File: config.mk
export PLATFORM = sky130hd
export DESIGN_NAME = clock_reset_power_modes
export DESIGN_NICKNAME = d
export VERILOG_FILES = /design/src/common/crpm_pkg.sv /design/src/common/prescale_if.sv /design/src/rtl/clock_reset_power_modes.sv /design/src/rtl/tick_prescaler.sv
export VERILOG_INCLUDE_DIRS = /design/src /design/src/common
export SDC_FILE = /design/constraint.sdc
export NUM_CORES = 1
export LEC_CHECK = 0
export ABC_AREA = 1
export CAP_MARGIN = 40
export CORE_AREA = 2 2 269 165
export DETAILED_ROUTE_END_ITERATION = 16
export DIE_AREA = 0 0 271 167
export DONT_BUFFER_PORTS = 1
export PLACE_DENSITY = 0.75
export RECOVER_POWER = 100
export SLEW_MARGIN = 20
export SYNTH_ARGS = -nofsm -noshare
export SYNTH_HDL_FRONTEND = slang
export SYNTH_HIERARCHICAL = 1
export SYNTH_SLANG_ARGS = --single-unit
File: constraint.sdc
create_clock -name clk -period 2.4 [get_ports clk]
set_input_delay 0.48 -clock clk [delete_from_list [all_inputs] [get_ports clk]]
set_output_delay 0.48 -clock clk [all_outputs]
set_load 0.005 [all_outputs]
File: src/common/crpm_defs.svh
// Constants for the clock, reset and power-mode controller.
`ifndef CRPM_DEFS_SVH
`define CRPM_DEFS_SVH
`define CRPM_CLK_PERIOD_NS 5
`define CRPM_MAIN_CLK_KHZ 12000
`define CRPM_PRESC_W 12
`define CRPM_WAKE_N 64
`define CRPM_WAKE_IRQ_N 8
`define CRPM_AUX_N 2
`define CRPM_PLL_N 2
`define CRPM_POR_TIME_NS 10000
`define CRPM_POR_CYCLES ((`CRPM_POR_TIME_NS + `CRPM_CLK_PERIOD_NS - 1) / `CRPM_CLK_PERIOD_NS)
`define CRPM_PLL_LOCK_REF 16
`define CRPM_SRC_MAIN 2'h0
`define CRPM_SRC_PLL0 2'h1
`define CRPM_SRC_PLL1 2'h2
`define CRPM_PCLK_DIV1 2'h0
`define CRPM_PCLK_DIV2 2'h1
`define CRPM_PCLK_DIV4 2'h2
`define CRPM_RATIO_DIV1 12'h000
`define CRPM_RATIO_DIV2 12'h001
`define CRPM_RATIO_DIV4 12'h003
`endif

File: src/common/crpm_pkg.sv
// Types shared by the clock, reset and power-mode controller.
package crpm_pkg;
  typedef enum logic [1:0] {
    ACTIVE,
    POWER_SAVE,
    IDLE,
    HALT
  } power_mode_e;
endpackage

File: src/common/prescale_if.sv
// Carrier between the controller and one tick prescaler.
`timescale 1ns/1ps
`include "crpm_defs.svh"
interface prescale_if;
  logic tick_in;
  logic [`CRPM_PRESC_W-1:0] ratio;
  logic tick_out;
  modport owner (output tick_in, output ratio, input tick_out);
  modport divider (input tick_in, input ratio, output tick_out);
endinterface

File: src/rtl/clock_reset_power_modes.sv
// Clock, reset and power-mode controller working with clock ticks on one clock.
// Overview of operation
// - Main clock from crystal or external input.
// - Main clock references two PLL multipliers.
// - Peripheral clock is core clock over 1/2/4.
// - Auxiliary clocks through 12-bit prescalers each.
// - Power Save runs core clock from slow clock.
// - Slow crystal lets fast oscillator, PLLs stop.
// - External, watchdog or debug request resets device.
// - Power-on reset holds reset long enough.
// - Four modes; Active runs fully from fast.
// - Power Save keeps CPU running at slow rate.
// - Idle stops all but power manager, watchdog.
// - Halt stops core, peripheral, auxiliary and watchdog clocks, keeps state.
// - Any enabled wake-up channel returns to Active.
// - Each channel maps to one of eight interrupts.
// - Timing and watchdog module runs on slow clock.
`timescale 1ns/1ps
`include "crpm_defs.svh"
module clock_reset_power_modes
  import crpm_pkg::*;
(
  input wire logic clk,
  input wire logic rst,
  input wire logic xtal_clk_pin,
  input wire logic ext_clk_pin,
  input wire logic main_src_ext,
  input wire logic x32_pin,
  input wire logic slow_src_presc,
  input wire logic [11:0] slow_ratio,
  input wire logic [1:0] hclk_src,
  input wire logic [1:0] pll_req,
  input wire logic [1:0][11:0] pll_ratio,
  input wire logic [1:0] pclk_div,
  input wire logic [1:0][1:0] aux_src,
  input wire logic [1:0][11:0] aux_ratio,
  input wire logic hf_off_req,
  input wire power_mode_e mode_req,
  input wire logic mode_req_stb,
  input wire logic [63:0] wake_pin,
  input wire logic [63:0] wake_en,
  input wire logic [63:0][2:0] wake_irq_sel,
  input wire logic [63:0] wake_clr,
  input wire logic ext_reset_n_pin,
  input wire logic wdt_trigger,
  input wire logic debug_reset_req,
  output power_mode_e mode,
  output logic hclk_tick,
  output logic pclk_tick,
  output logic [1:0] aux_tick,
  output logic slow_tick,
  output logic timing_watchdog_tick,
  output logic cpu_run,
  output logic hf_osc_en,
  output logic [1:0] pll_en,
  output logic [1:0] pll_locked,
  output logic dev_reset,
  output logic [7:0] wake_irq,
  output logic [63:0] wake_pending
);
  localparam int NPRE = 2 + `CRPM_PLL_N + `CRPM_AUX_N;
  localparam logic [11:0] POR_CNT = 12'(`CRPM_POR_CYCLES);
  localparam logic [4:0] LOCK_CNT = 5'(`CRPM_PLL_LOCK_REF);

  typedef struct packed {
    logic [2:0] xtal_s;
    logic [2:0] ext_s;
    logic [2:0] x32_s;
    logic [1:0] rstpin_s;
    logic [63:0] w0;
    logic [63:0] w1;
    logic [63:0] w2;
    logic [63:0] pend;
    power_mode_e mode;
    logic [1:0] src;
    logic skip;
    logic [1:0][4:0] lock_cnt;
    logic [11:0] por_cnt;
    logic hclk_tick;
    logic slow_tick;
    logic timing_watchdog_tick;
    logic cpu_run;
    logic hf_osc_en;
    logic [1:0] pll_en;
    logic dev_reset;
    logic [7:0] irq;
  } ctl_s;

  ctl_s st;
  ctl_s next_st;
  logic [NPRE-1:0] ptick;
  logic main_tick;
  logic [1:0] pll_tick;
  logic [1:0] locked;
  logic [11:0] pclk_ratio;

  prescale_if pif[NPRE] ();

  // Index 0 slow clock, 1 peripheral clock, 2..3 PLLs, 4..5 auxiliary clocks.
  genvar g;
  generate
    for (g = 0; g < NPRE; g++) begin : g_pre
      tick_prescaler u_pre (
        .clk(clk),
        .rst(rst),
        .p(pif[g])
      );
      assign ptick[g] = pif[g].tick_out;
    end
  endgenerate

  function automatic logic pick(input logic [1:0] s, input logic m, input logic [1:0] p);
    unique case (s)
      `CRPM_SRC_PLL0: pick = p[0];
      `CRPM_SRC_PLL1: pick = p[1];
      default: pick = m;
    endcase
  endfunction

  assign main_tick = st.hf_osc_en & (main_src_ext ? (st.ext_s[1] & ~st.ext_s[2]) :
                                     (st.xtal_s[1] & ~st.xtal_s[2]));
  assign locked[0] = st.lock_cnt[0] == LOCK_CNT;
  assign locked[1] = st.lock_cnt[1] == LOCK_CNT;
  assign pll_tick = ptick[3:2] & locked;

  always_comb begin
    unique case (pclk_div)
      `CRPM_PCLK_DIV2: pclk_ratio = `CRPM_RATIO_DIV2;
      `CRPM_PCLK_DIV4: pclk_ratio = `CRPM_RATIO_DIV4;
      default: pclk_ratio = `CRPM_RATIO_DIV1;
    endcase
  end

  assign pif[0].tick_in = main_tick;
  assign pif[0].ratio = slow_ratio;
  assign pif[1].tick_in = st.hclk_tick;
  assign pif[1].ratio = pclk_ratio;
  assign pif[2].tick_in = st.pll_en[0];
  assign pif[2].ratio = pll_ratio[0];
  assign pif[3].tick_in = st.pll_en[1];
  assign pif[3].ratio = pll_ratio[1];
  assign pif[4].tick_in = pick(aux_src[0], main_tick, pll_tick) & (st.mode == ACTIVE);
  assign pif[4].ratio = aux_ratio[0];
  assign pif[5].tick_in = pick(aux_src[1], main_tick, pll_tick) & (st.mode == ACTIVE);
  assign pif[5].ratio = aux_ratio[1];

  always_comb begin
    logic slow_c;
    logic old_t;
    logic old_alive;
    logic fast_c;
    logic [63:0] rise;
    slow_c = 1'b0;
    old_t = 1'b0;
    old_alive = 1'b0;
    fast_c = 1'b0;
    rise = '0;
    next_st = st;
    next_st.xtal_s = {st.xtal_s[1:0], xtal_clk_pin};
    next_st.ext_s = {st.ext_s[1:0], ext_clk_pin};
    next_st.x32_s = {st.x32_s[1:0], x32_pin};
    next_st.rstpin_s = {st.rstpin_s[0], ext_reset_n_pin};
    next_st.w0 = wake_pin;
    next_st.w1 = st.w0;
    next_st.w2 = st.w1;

    slow_c = slow_src_presc ? ptick[0] : (st.x32_s[1] & ~st.x32_s[2]);

    for (int i = 0; i < `CRPM_PLL_N; i++) begin
      if (!st.pll_en[i]) begin
        next_st.lock_cnt[i] = '0;
      end else if (main_tick && !locked[i]) begin
        next_st.lock_cnt[i] = st.lock_cnt[i] + 1'b1;
      end
    end

    // The old source must finish its period and the new one start a fresh one.
    old_t = pick(st.src, main_tick, pll_tick);
    old_alive = pick(st.src, st.hf_osc_en, locked);
    if (st.skip) begin
      next_st.skip = ~old_t;
    end else if (hclk_src != st.src && (old_t || !old_alive)) begin
      next_st.src = hclk_src;
      next_st.skip = 1'b1;
    end else begin
      fast_c = old_t;
    end

    // Set wins over a clear landing in the same cycle.
    rise = st.w1 & ~st.w2;
    next_st.pend = (st.pend & ~wake_clr) | (rise & wake_en);
    next_st.irq = '0;
    for (int c = 0; c < `CRPM_WAKE_N; c++) begin
      for (int k = 0; k < `CRPM_WAKE_IRQ_N; k++) begin
        if (st.pend[c] && wake_irq_sel[c] == 3'(k)) begin
          next_st.irq[k] = 1'b1;
        end
      end
    end

    if (st.por_cnt != POR_CNT) begin
      next_st.por_cnt = st.por_cnt + 1'b1;
    end
    next_st.dev_reset = (st.por_cnt != POR_CNT) | ~st.rstpin_s[1] |
                        wdt_trigger | debug_reset_req;

    if (st.dev_reset) begin
      next_st.mode = ACTIVE;
    end else if (st.mode != ACTIVE && |st.pend) begin
      next_st.mode = ACTIVE;
    end else if (mode_req_stb) begin
      next_st.mode = mode_req;
    end

    unique case (st.mode)
      ACTIVE: next_st.hclk_tick = fast_c;
      POWER_SAVE: next_st.hclk_tick = slow_c;
      default: next_st.hclk_tick = 1'b0;
    endcase
    next_st.slow_tick = slow_c;
    next_st.timing_watchdog_tick = slow_c & (st.mode != HALT);
    next_st.cpu_run = (next_st.mode == ACTIVE) || (next_st.mode == POWER_SAVE);
    // The fast oscillator may only stop when the slow clock does not depend on it.
    next_st.hf_osc_en = ~((next_st.mode != ACTIVE) & ~slow_src_presc & hf_off_req);
    next_st.pll_en = pll_req & {2{next_st.hf_osc_en}};
  end

  always_ff @(posedge clk) begin
    if (rst) begin
      st <= '0;
      st.rstpin_s <= 2'h3;
      st.hf_osc_en <= 1'b1;
      st.dev_reset <= 1'b1;
      st.cpu_run <= 1'b1;
    end else begin
      st <= next_st;
    end
  end

  assign mode = st.mode;
  assign hclk_tick = st.hclk_tick;
  assign pclk_tick = ptick[1];
  assign aux_tick = ptick[5:4];
  assign slow_tick = st.slow_tick;
  assign timing_watchdog_tick = st.timing_watchdog_tick;
  assign cpu_run = st.cpu_run;
  assign hf_osc_en = st.hf_osc_en;
  assign pll_en = st.pll_en;
  assign pll_locked = locked;
  assign dev_reset = st.dev_reset;
  assign wake_irq = st.irq;
  assign wake_pending = st.pend;

  property p_wdt_reset;
    @(posedge clk) disable iff (rst) wdt_trigger |=> dev_reset;
  endproperty
  a_wdt_reset: assert property (p_wdt_reset) else $error("watchdog did not reset");

  property p_por_hold;
    @(posedge clk) rst ##1 !rst |-> dev_reset [*8];
  endproperty
  a_por_hold: assert property (p_por_hold) else $error("power-on reset too short");

  property p_ps_hclk;
    @(posedge clk) disable iff (rst) $past(mode) == POWER_SAVE |-> hclk_tick == slow_tick;
  endproperty
  a_ps_hclk: assert property (p_ps_hclk) else $error("power save core clock not slow");

  property p_idle_stop;
    @(posedge clk) disable iff (rst) mode == IDLE |-> !cpu_run ##1 !hclk_tick;
  endproperty
  a_idle_stop: assert property (p_idle_stop) else $error("idle mode still clocks");

  property p_halt_stop;
    @(posedge clk) disable iff (rst) mode == HALT |=> !hclk_tick && !timing_watchdog_tick;
  endproperty
  a_halt_stop: assert property (p_halt_stop) else $error("halt mode still clocks");

  property p_wake;
    @(posedge clk) disable iff (rst)
      (mode != ACTIVE && wake_pending != 64'h0) |=> mode == ACTIVE;
  endproperty
  a_wake: assert property (p_wake) else $error("wake-up did not return to active");

  property p_wake_irq;
    @(posedge clk) disable iff (rst) $past(wake_pending[5] && wake_irq_sel[5] == 3'h3) |->
      wake_irq[3];
  endproperty
  a_wake_irq: assert property (p_wake_irq) else $error("wake-up interrupt not routed");

  property p_osc_off;
    @(posedge clk) disable iff (rst) !hf_osc_en |-> mode != ACTIVE && pll_en == 2'h0;
  endproperty
  a_osc_off: assert property (p_osc_off) else $error("fast clocks stopped in active");
endmodule

File: src/rtl/tick_prescaler.sv
// Programmable divider of a tick stream by ratio plus one.
`timescale 1ns/1ps
`include "crpm_defs.svh"
module tick_prescaler (
  input wire logic clk,
  input wire logic rst,
  prescale_if.divider p
);
  typedef struct packed {
    logic [`CRPM_PRESC_W-1:0] cnt;
    logic [`CRPM_PRESC_W-1:0] ratio_q;
    logic out;
  } presc_s;

  presc_s st;
  presc_s next_st;

  always_comb begin
    next_st = st;
    next_st.out = 1'b0;
    if (p.tick_in) begin
      if (st.cnt >= st.ratio_q) begin
        next_st.out = 1'b1;
        next_st.cnt = '0;
        // A new ratio is taken only at a period boundary, so no short period can appear.
        next_st.ratio_q = p.ratio;
      end else begin
        next_st.cnt = st.cnt + 1'b1;
      end
    end
  end

  always_ff @(posedge clk) begin
    if (rst) begin
      st <= '0;
    end else begin
      st <= next_st;
    end
  end

  assign p.tick_out = st.out;
endmodule

Word-level counts from Yosys, hierarchy flattened
Index checks and enable logic that the tools add are counted.
W data, S select, Z words.
{"block": "op_classes", "n_addsub": 9, "n_lt_le_gt_ge": 6, "n_eq_ne": 463, "mux": 539, "bitwise_logic": 34, "n_reduce_logical": 603}
{"cell": "$eq A3 B3 Y1 const B", "n": 256}
{"cell": "$mux W1", "n": 524}
{"cell": "$logic_and A1 B1 Y1", "n": 516}
{"cell": "$eq A3 B2 Y1 const B", "n": 128}
{"cell": "$and A64 B64 Y64", "n": 3}
{"cell": "$eq A3 B1 Y1 const B", "n": 64}
{"cell": "$logic_not A3 Y1", "n": 64}
{"cell": "$not A64 Y64", "n": 2}
{"cell": "$add A12 B1 Y12 const B", "n": 7}
{"cell": "$mux W12", "n": 6}
{"cell": "$or A64 B64 Y64", "n": 1}
{"cell": "$reduce_or A64 Y1", "n": 1}
{"cell": "$ge A12 B12 Y1", "n": 5}
{"cell": "$not A1 Y1", "n": 14}
{"cell": "$reduce_and A2 Y1", "n": 7}
{"cell": "$eq A2 B1 Y1 const B", "n": 6}
{"cell": "$ge A12 B2 Y1", "n": 1}
{"cell": "$ne A12 B11 Y1 const B", "n": 1}
{"cell": "$reduce_or A2 Y1", "n": 6}
{"cell": "$add A5 B1 Y5 const B", "n": 2}
{"cell": "$eq A5 B5 Y1 const B", "n": 2}
{"cell": "$pmux W1 S2", "n": 5}
{"cell": "$and A1 B1 Y1", "n": 9}
{"cell": "$eq A2 B2 Y1 const B", "n": 4}
{"cell": "10 further kinds", "n": 20}
{"block": "word_totals", "register_bits": 450, "in_bits": 468, "output_inout_bits": 87, "elab_cells": 1694}

Depth between registers and ports, before layout
{"block": "depth", "ltp_word": 66, "depth_mapped": 18, "depth_no_buf": 17}

Hierarchy
The synthesis kept the hierarchy.
{"mod": "clock_reset_power_modes", "n_inst": 1, "cells_per_inst": 2793, "area_each_um2": 16988.8, "seq_area_each_um2": 6206.0}
{"mod": "tick_prescaler", "n_inst": 6, "cells_per_inst": 191, "area_each_um2": 1393.8, "seq_area_each_um2": 500.5}

Worst setup path after synthesis
Ideal clock, no wire load.
{"block": "synth_path", "path_kind": "input to register", "start": "input aux_src[0] (netlist bit)", "end": "register g_pre[4].u_pre/st[22] (netlist bit)", "setup_ns": 0.117, "arrival_time_ns": 1.837, "required_ns": 2.283, "slack_ns": 0.447, "path_stages": 13, "path_cell_list": "inv_1 -> ha_1 -> inv_1 -> o21ai_0 -> a21oi_1 -> buf_4 -> inv_2 -> nor2_2 -> nand3_2 -> nor2_4 -> nand2_1 -> xor2_1 -> nor2_2"}
{"block": "synth_between", "elab_chain_len": 3, "word_cells_on_any_way": 4, "cone_classes": "2 x eq/ne; 1 x mux; 1 x bitwise"}
{"element": "start: declaration", "line": "clock_reset_power_modes.sv:35", "rtl": "input wire logic [1:0][1:0] aux_src,"}
{"element": "$eq A2 B2 Y1 or $eq A2 B1 Y1 (tied branches)", "line": "clock_reset_power_modes.sv:113", "rtl": "unique case (s)"}
{"element": "$pmux W1 S2 *", "line": "clock_reset_power_modes.sv:113"}
{"element": "$and A1 B1 Y1 *", "line": "clock_reset_power_modes.sv:142", "rtl": "assign pif[4].tick_in = pick(aux_src[0], main_tick, pll_tick) & (st.mode == ACTIVE);"}
{"element": "net pif[4].tick_in", "line": "prescale_if.sv:5", "rtl": "logic tick_in;"}
{"element": "end signal: assignment", "line": "tick_prescaler.sv:37", "rtl": "st <= next_st;"}
{"element": "end: declaration", "line": "tick_prescaler.sv:15", "rtl": "presc_s st;"}
Mark *: on every way through the listed nets, which the timed path passes. The rest lies on a longest branch.
A chain may end at the register's enable or synchronous reset.

Worst setup path after layout
{"block": "layout_path", "start": "register g_pre[0].u_pre/st[12] (netlist bit)", "end": "register g_pre[0].u_pre/st[21] (netlist bit)"}
{"block": "layout_between", "elab_chain_len": 2}
{"element": "start: declaration", "line": "tick_prescaler.sv:15"}
{"element": "start signal: assignment", "line": "tick_prescaler.sv:37"}
{"element": "$ge A12 B12 Y1", "line": "tick_prescaler.sv:22", "rtl": "if (st.cnt >= st.ratio_q) begin"}
{"element": "$mux W12", "line": "tick_prescaler.sv:22"}
No other way between the ends.

==> key figures <==
Min path
  • Hold path start: wake_clr[26]
  • End of the worst hold path: wake_pending[26]$_SDFF_PP0_
  • Hold/Removal Path Class: in -> reg
  • Hold Crit Depth: 1

Timing
  • Period utilization: 89.63%
  • Slew headroom: 46.77%
  • Final setup violation count: 0
  • Worst hold slack: 16.40 ps
  • Endpoints failing hold: 0
  • RSZ-0062 raised after global routing: false
  • Layout Skew: 34.81 ps
  • Fmax: ~0.46 GHz
  • Worst Max-Slew Pin Slew: 795.5 ps
  • Worst setup margin: 248.8 ps
  • Final Critical Period: about 2200 ps
  • Final Max Slew Viols: 0
  • Setup Total Neg Slack: 0 ps

Critical path
  • Critical path class: reg -> reg
  • Slowest stage cell, crit path: dfxtp_1
  • Critical path fanouts, max: 16
  • Critical path cell sequence: inv_1 > ha_1 > nand2_1 > nor2_2 > nand2_1 > nor2_1 > nand2_1 > nand2_1 > nand2_4 > nand2_2 > nor2_1
  • FF-to-FF End: g_pre[0].u_pre/st[21]$_SDFFE_PP0P_
  • R2r startpoint: g_pre[0].u_pre/st[12]$_SDFFE_PP0P_
  • Critical Path Start Type: flop
  • Critical path's largest stage delay: ~340 ps
  • CP Data Arrival Time: 2610 ps
  • Worst Path Required: 2860 ps
  • Reg2Reg Setup Slack: 250 ps
  • Cell mode on critical path: nand2_1
  • Crit end category: flop
  • Worst R2R Path Depth: 11

Synth
  • Synth cell types: 45
  • Synth Area in Simple Gates: 37.71%
  • EDFF count, synth: 0
  • Top_reg_cell synth: dfxtp_1
  • Post-synth top cells: nand2_1, nor2_1, inv_1
  • Post-Synthesis Cells: ~3900
  • Synth async-reset ratio: 0%
  • Post-synthesis adder-cell area fraction: 4.491%
  • Flip-flop and latch count after synthesis: 460
  • Mapped Area: 25350 µm²
  • Synthesis Warnings: 6
  • Avg Cell Area, Syn: between 6 and 7 µm²
  • Synth top area cells: dfxtp_1, nand2_1, nor2_1
  • Post-synthesis mux area share: 0.2369%
  • Sequential share of the synthesized area: 36.32%
  • Post-synth top area share: 36.32%
  • Most common cell in the netlist: nand2_1
  • Compound-Gate Fraction of Synth Area: 5.192%
  • XOR/XNOR Fraction of Synth Area: 1.451%
  • Area leader, netlist: dfxtp_1
  • Main combinational cell family by area after synthesis: simple AND/OR/NAND/NOR gates

Pwr
  • Cell area power density: approximately 650 nW/µm²
  • Max VDD drop: 0.5593 mV
  • LEAKAGE: about 14 nW

Route
  • DR top layer: met5
  • DR vias: 23560
  • WL final: 84380 µm
  • Vias/cell: 5.185
  • Met2 wire length: 33230 µm
  • Routed wire per std cell: 18.57 µm
  • # DRC: 0
  • Pre-antenna DRT Iters: 6
  • Antenna Violating Nets Remaining: 0
  • Post-Route M1 WL: roughly 38000 µm
  • DR iter-0 viols: 2433
  • Met3 routed WL: 9849 µm

Die
  • Die area: 45260 µm²
  • Die Y: 167 µm
  • Initial Utilization: 59.31%
  • Width of the chip: 271 µm
  • Number of I/O pins: 555
  • # rows: 59
  • Placeable Area: 42740 µm²

Finish
  • Fillers: 4031
  • Share of layout cells above drive strength 1: 4.446%
  • Final Core Density: a little under two thirds
  • Area grow syn2layout: 7.423%
  • Design area: 27230 µm²
  • Final Net Count: ~4500
  • Area of the multi-input gates: about 12000 µm²
  • FF+latch area: just over 9000 µm²

CTS
  • Reg clk slew, reported paths: around 70 ps
  • H-tree Lvls: 2
  • Worst skew pair latency: 580 ps
  • Clock tree buffer depth: 3
  • Root buffer cell: clkbuf_16
  • Total clock sinks: 460
  • TritonCTS clock tree: yes
  • Total CTS buffers: 42

Global route
  • First-pass GRT wire length: 126700 µm
  • Total grt overflow: 0
  • Vias in the first global route: 21260
  • Largest net degree at the start of global routing: 302
  • Initial antenna violation count: 8
  • Overall routing resource usage: between 30% and 40%

Place
  • Placer's final routability congestion estimate: 1.104
  • PortBufs: 0
  • Placed cell areas: 25330 µm²
  • HPWL after DPL: slightly below 70000 µm
  • Post-placement setup slack: 226.7 ps

Status
  • Status: complete, no violations

Job
  • Max cap viols: 0
[state kept, by name, summed over array words and instances, names as in the netlist, 2 cells and up]
signal / flops
g_pre.u_pre/st: 144
next_st: 135
st: 93
wake_pending: 64
wake_irq: 8
g_pre.u_pre/p.tick_out: 6
mode: 2
pll_en: 2
[cell type report]
type	count	share of cell area (%)
Antenna cell	5	0.04594
Clock buffer	59	4.613
Clock inverter	16	0.6386
Inverter	736	10.17
Multi-Input combinational cell	2611	45.58
Sequential cell	460	33.82
Tap cell	579	2.660
Timing Repair Buffer	77	2.476
[logic make-up (layout without fill, tap and decap cells)]
kind of cell,after synthesis,count (layout)
adder cells (fa/ha/maj),91,91
AO/OA/AOI/OAI,216,216
AND/OR/NAND/NOR,2246,2246
buffers and inverters,877,888
XOR/XNOR,42,42
multiplexers,6,6
other,1,15
flip-flops,460,460
[how the worst max path moves through the flow]
stage,start,end,slack [ps],depth (start not counted)
after global routing,st[29]$_SDFFE_PP0P_,g_pre[4].u_pre/st[22]$_SDFFE_PP0P_,10,15
after global placement,st[28]$_SDFFE_PP0P_,g_pre[5].u_pre/st[22]$_SDFFE_PP0P_,270,16
after CTS,st[28]$_SDFFE_PP0P_,g_pre[5].u_pre/st[21]$_SDFFE_PP0P_,170,16
after detailed placement,main_src_ext,g_pre[5].u_pre/st[21]$_SDFFE_PP0P_,230,13
after floorplan,aux_src[0],g_pre[4].u_pre/st[22]$_SDFFE_PP0P_,450,13
final,g_pre[0].u_pre/st[12]$_SDFFE_PP0P_,g_pre[0].u_pre/st[21]$_SDFFE_PP0P_,250,11
[timing repair]
item,CTS,global route
hold endpoints to repair,56,2
hold buffers,50,2
setup buffers,0,5
resized for setup,0,7
endpoints found under the setup margin,0,4
[critical path: cells and delay by family, from the launching register on]
| kind | cells | cell delay [ps] |
|---|---|---|
| buffers and inverters | 1 | 60 |
| and+or+nand+nor | 9 | 1330 |
| adders and majority gates | 1 | 290 |
| DFF | 1 | 340 |
[metrics by stage]
step           instances  power (mW)
4_1_cts             4531       17.76
3_3_place_gp        4406       10.74
6_report            4543       17.69
5_1_grt             4543       18.48
2_1_floorplan       3948       10.40
3_5_place_dp        4406       10.78
[per-layer routing]
layer | vias up | GRT usage, %
li1 | 11890 | -
met2 | 1115 | 52.29
met1 | 10370 | 52.63
met4 | 4 | 11.60
met3 | 177 | 9.964
met5 | - | 0
[layout by cell type (no fill, tap or decap), types with 8 or more instances in the layout]
cell type | Yosys | layout
buf_4 | 90 | 15
nand2_2 | 24 | 17
nor2_2 | 18 | 16
or2_2 | 8 | 8
clkinv_2 | 1 | 11
o31ai_1 | 64 | 64
o21ai_0 | 50 | 52
clkbuf_8 | 0 | 12
nand4_1 | 29 | 29
ha_1 | 91 | 91
nor3_1 | 83 | 83
nor2_4 | 20 | 17
dfxtp_1 | 460 | 458
nand2_1 | 999 | 1007
dlygate4sd3_1 | 0 | 52
inv_2 | 14 | 12
o22ai_1 | 36 | 36
nand3_1 | 210 | 213
nor2_1 | 755 | 760
clkbuf_16 | 0 | 43
xor2_1 | 27 | 27
conb_1 | 1 | 10
a21oi_1 | 46 | 46
nand3b_1 | 64 | 64
clkbuf_1 | 17 | 13
xnor2_1 | 15 | 15
inv_1 | 721 | 721
[power by group]
group | internal, mW | switching (mW) | leakage (nW) | total, mW
Sequential | 8.01 | 0.251 | 3.75 | 8.27
Combinational | 0.835 | 1.62 | 9.21 | 2.45
Clock | 3.90 | 3.08 | 0.718 | 6.98
Power figures use the tool's default switching activity.
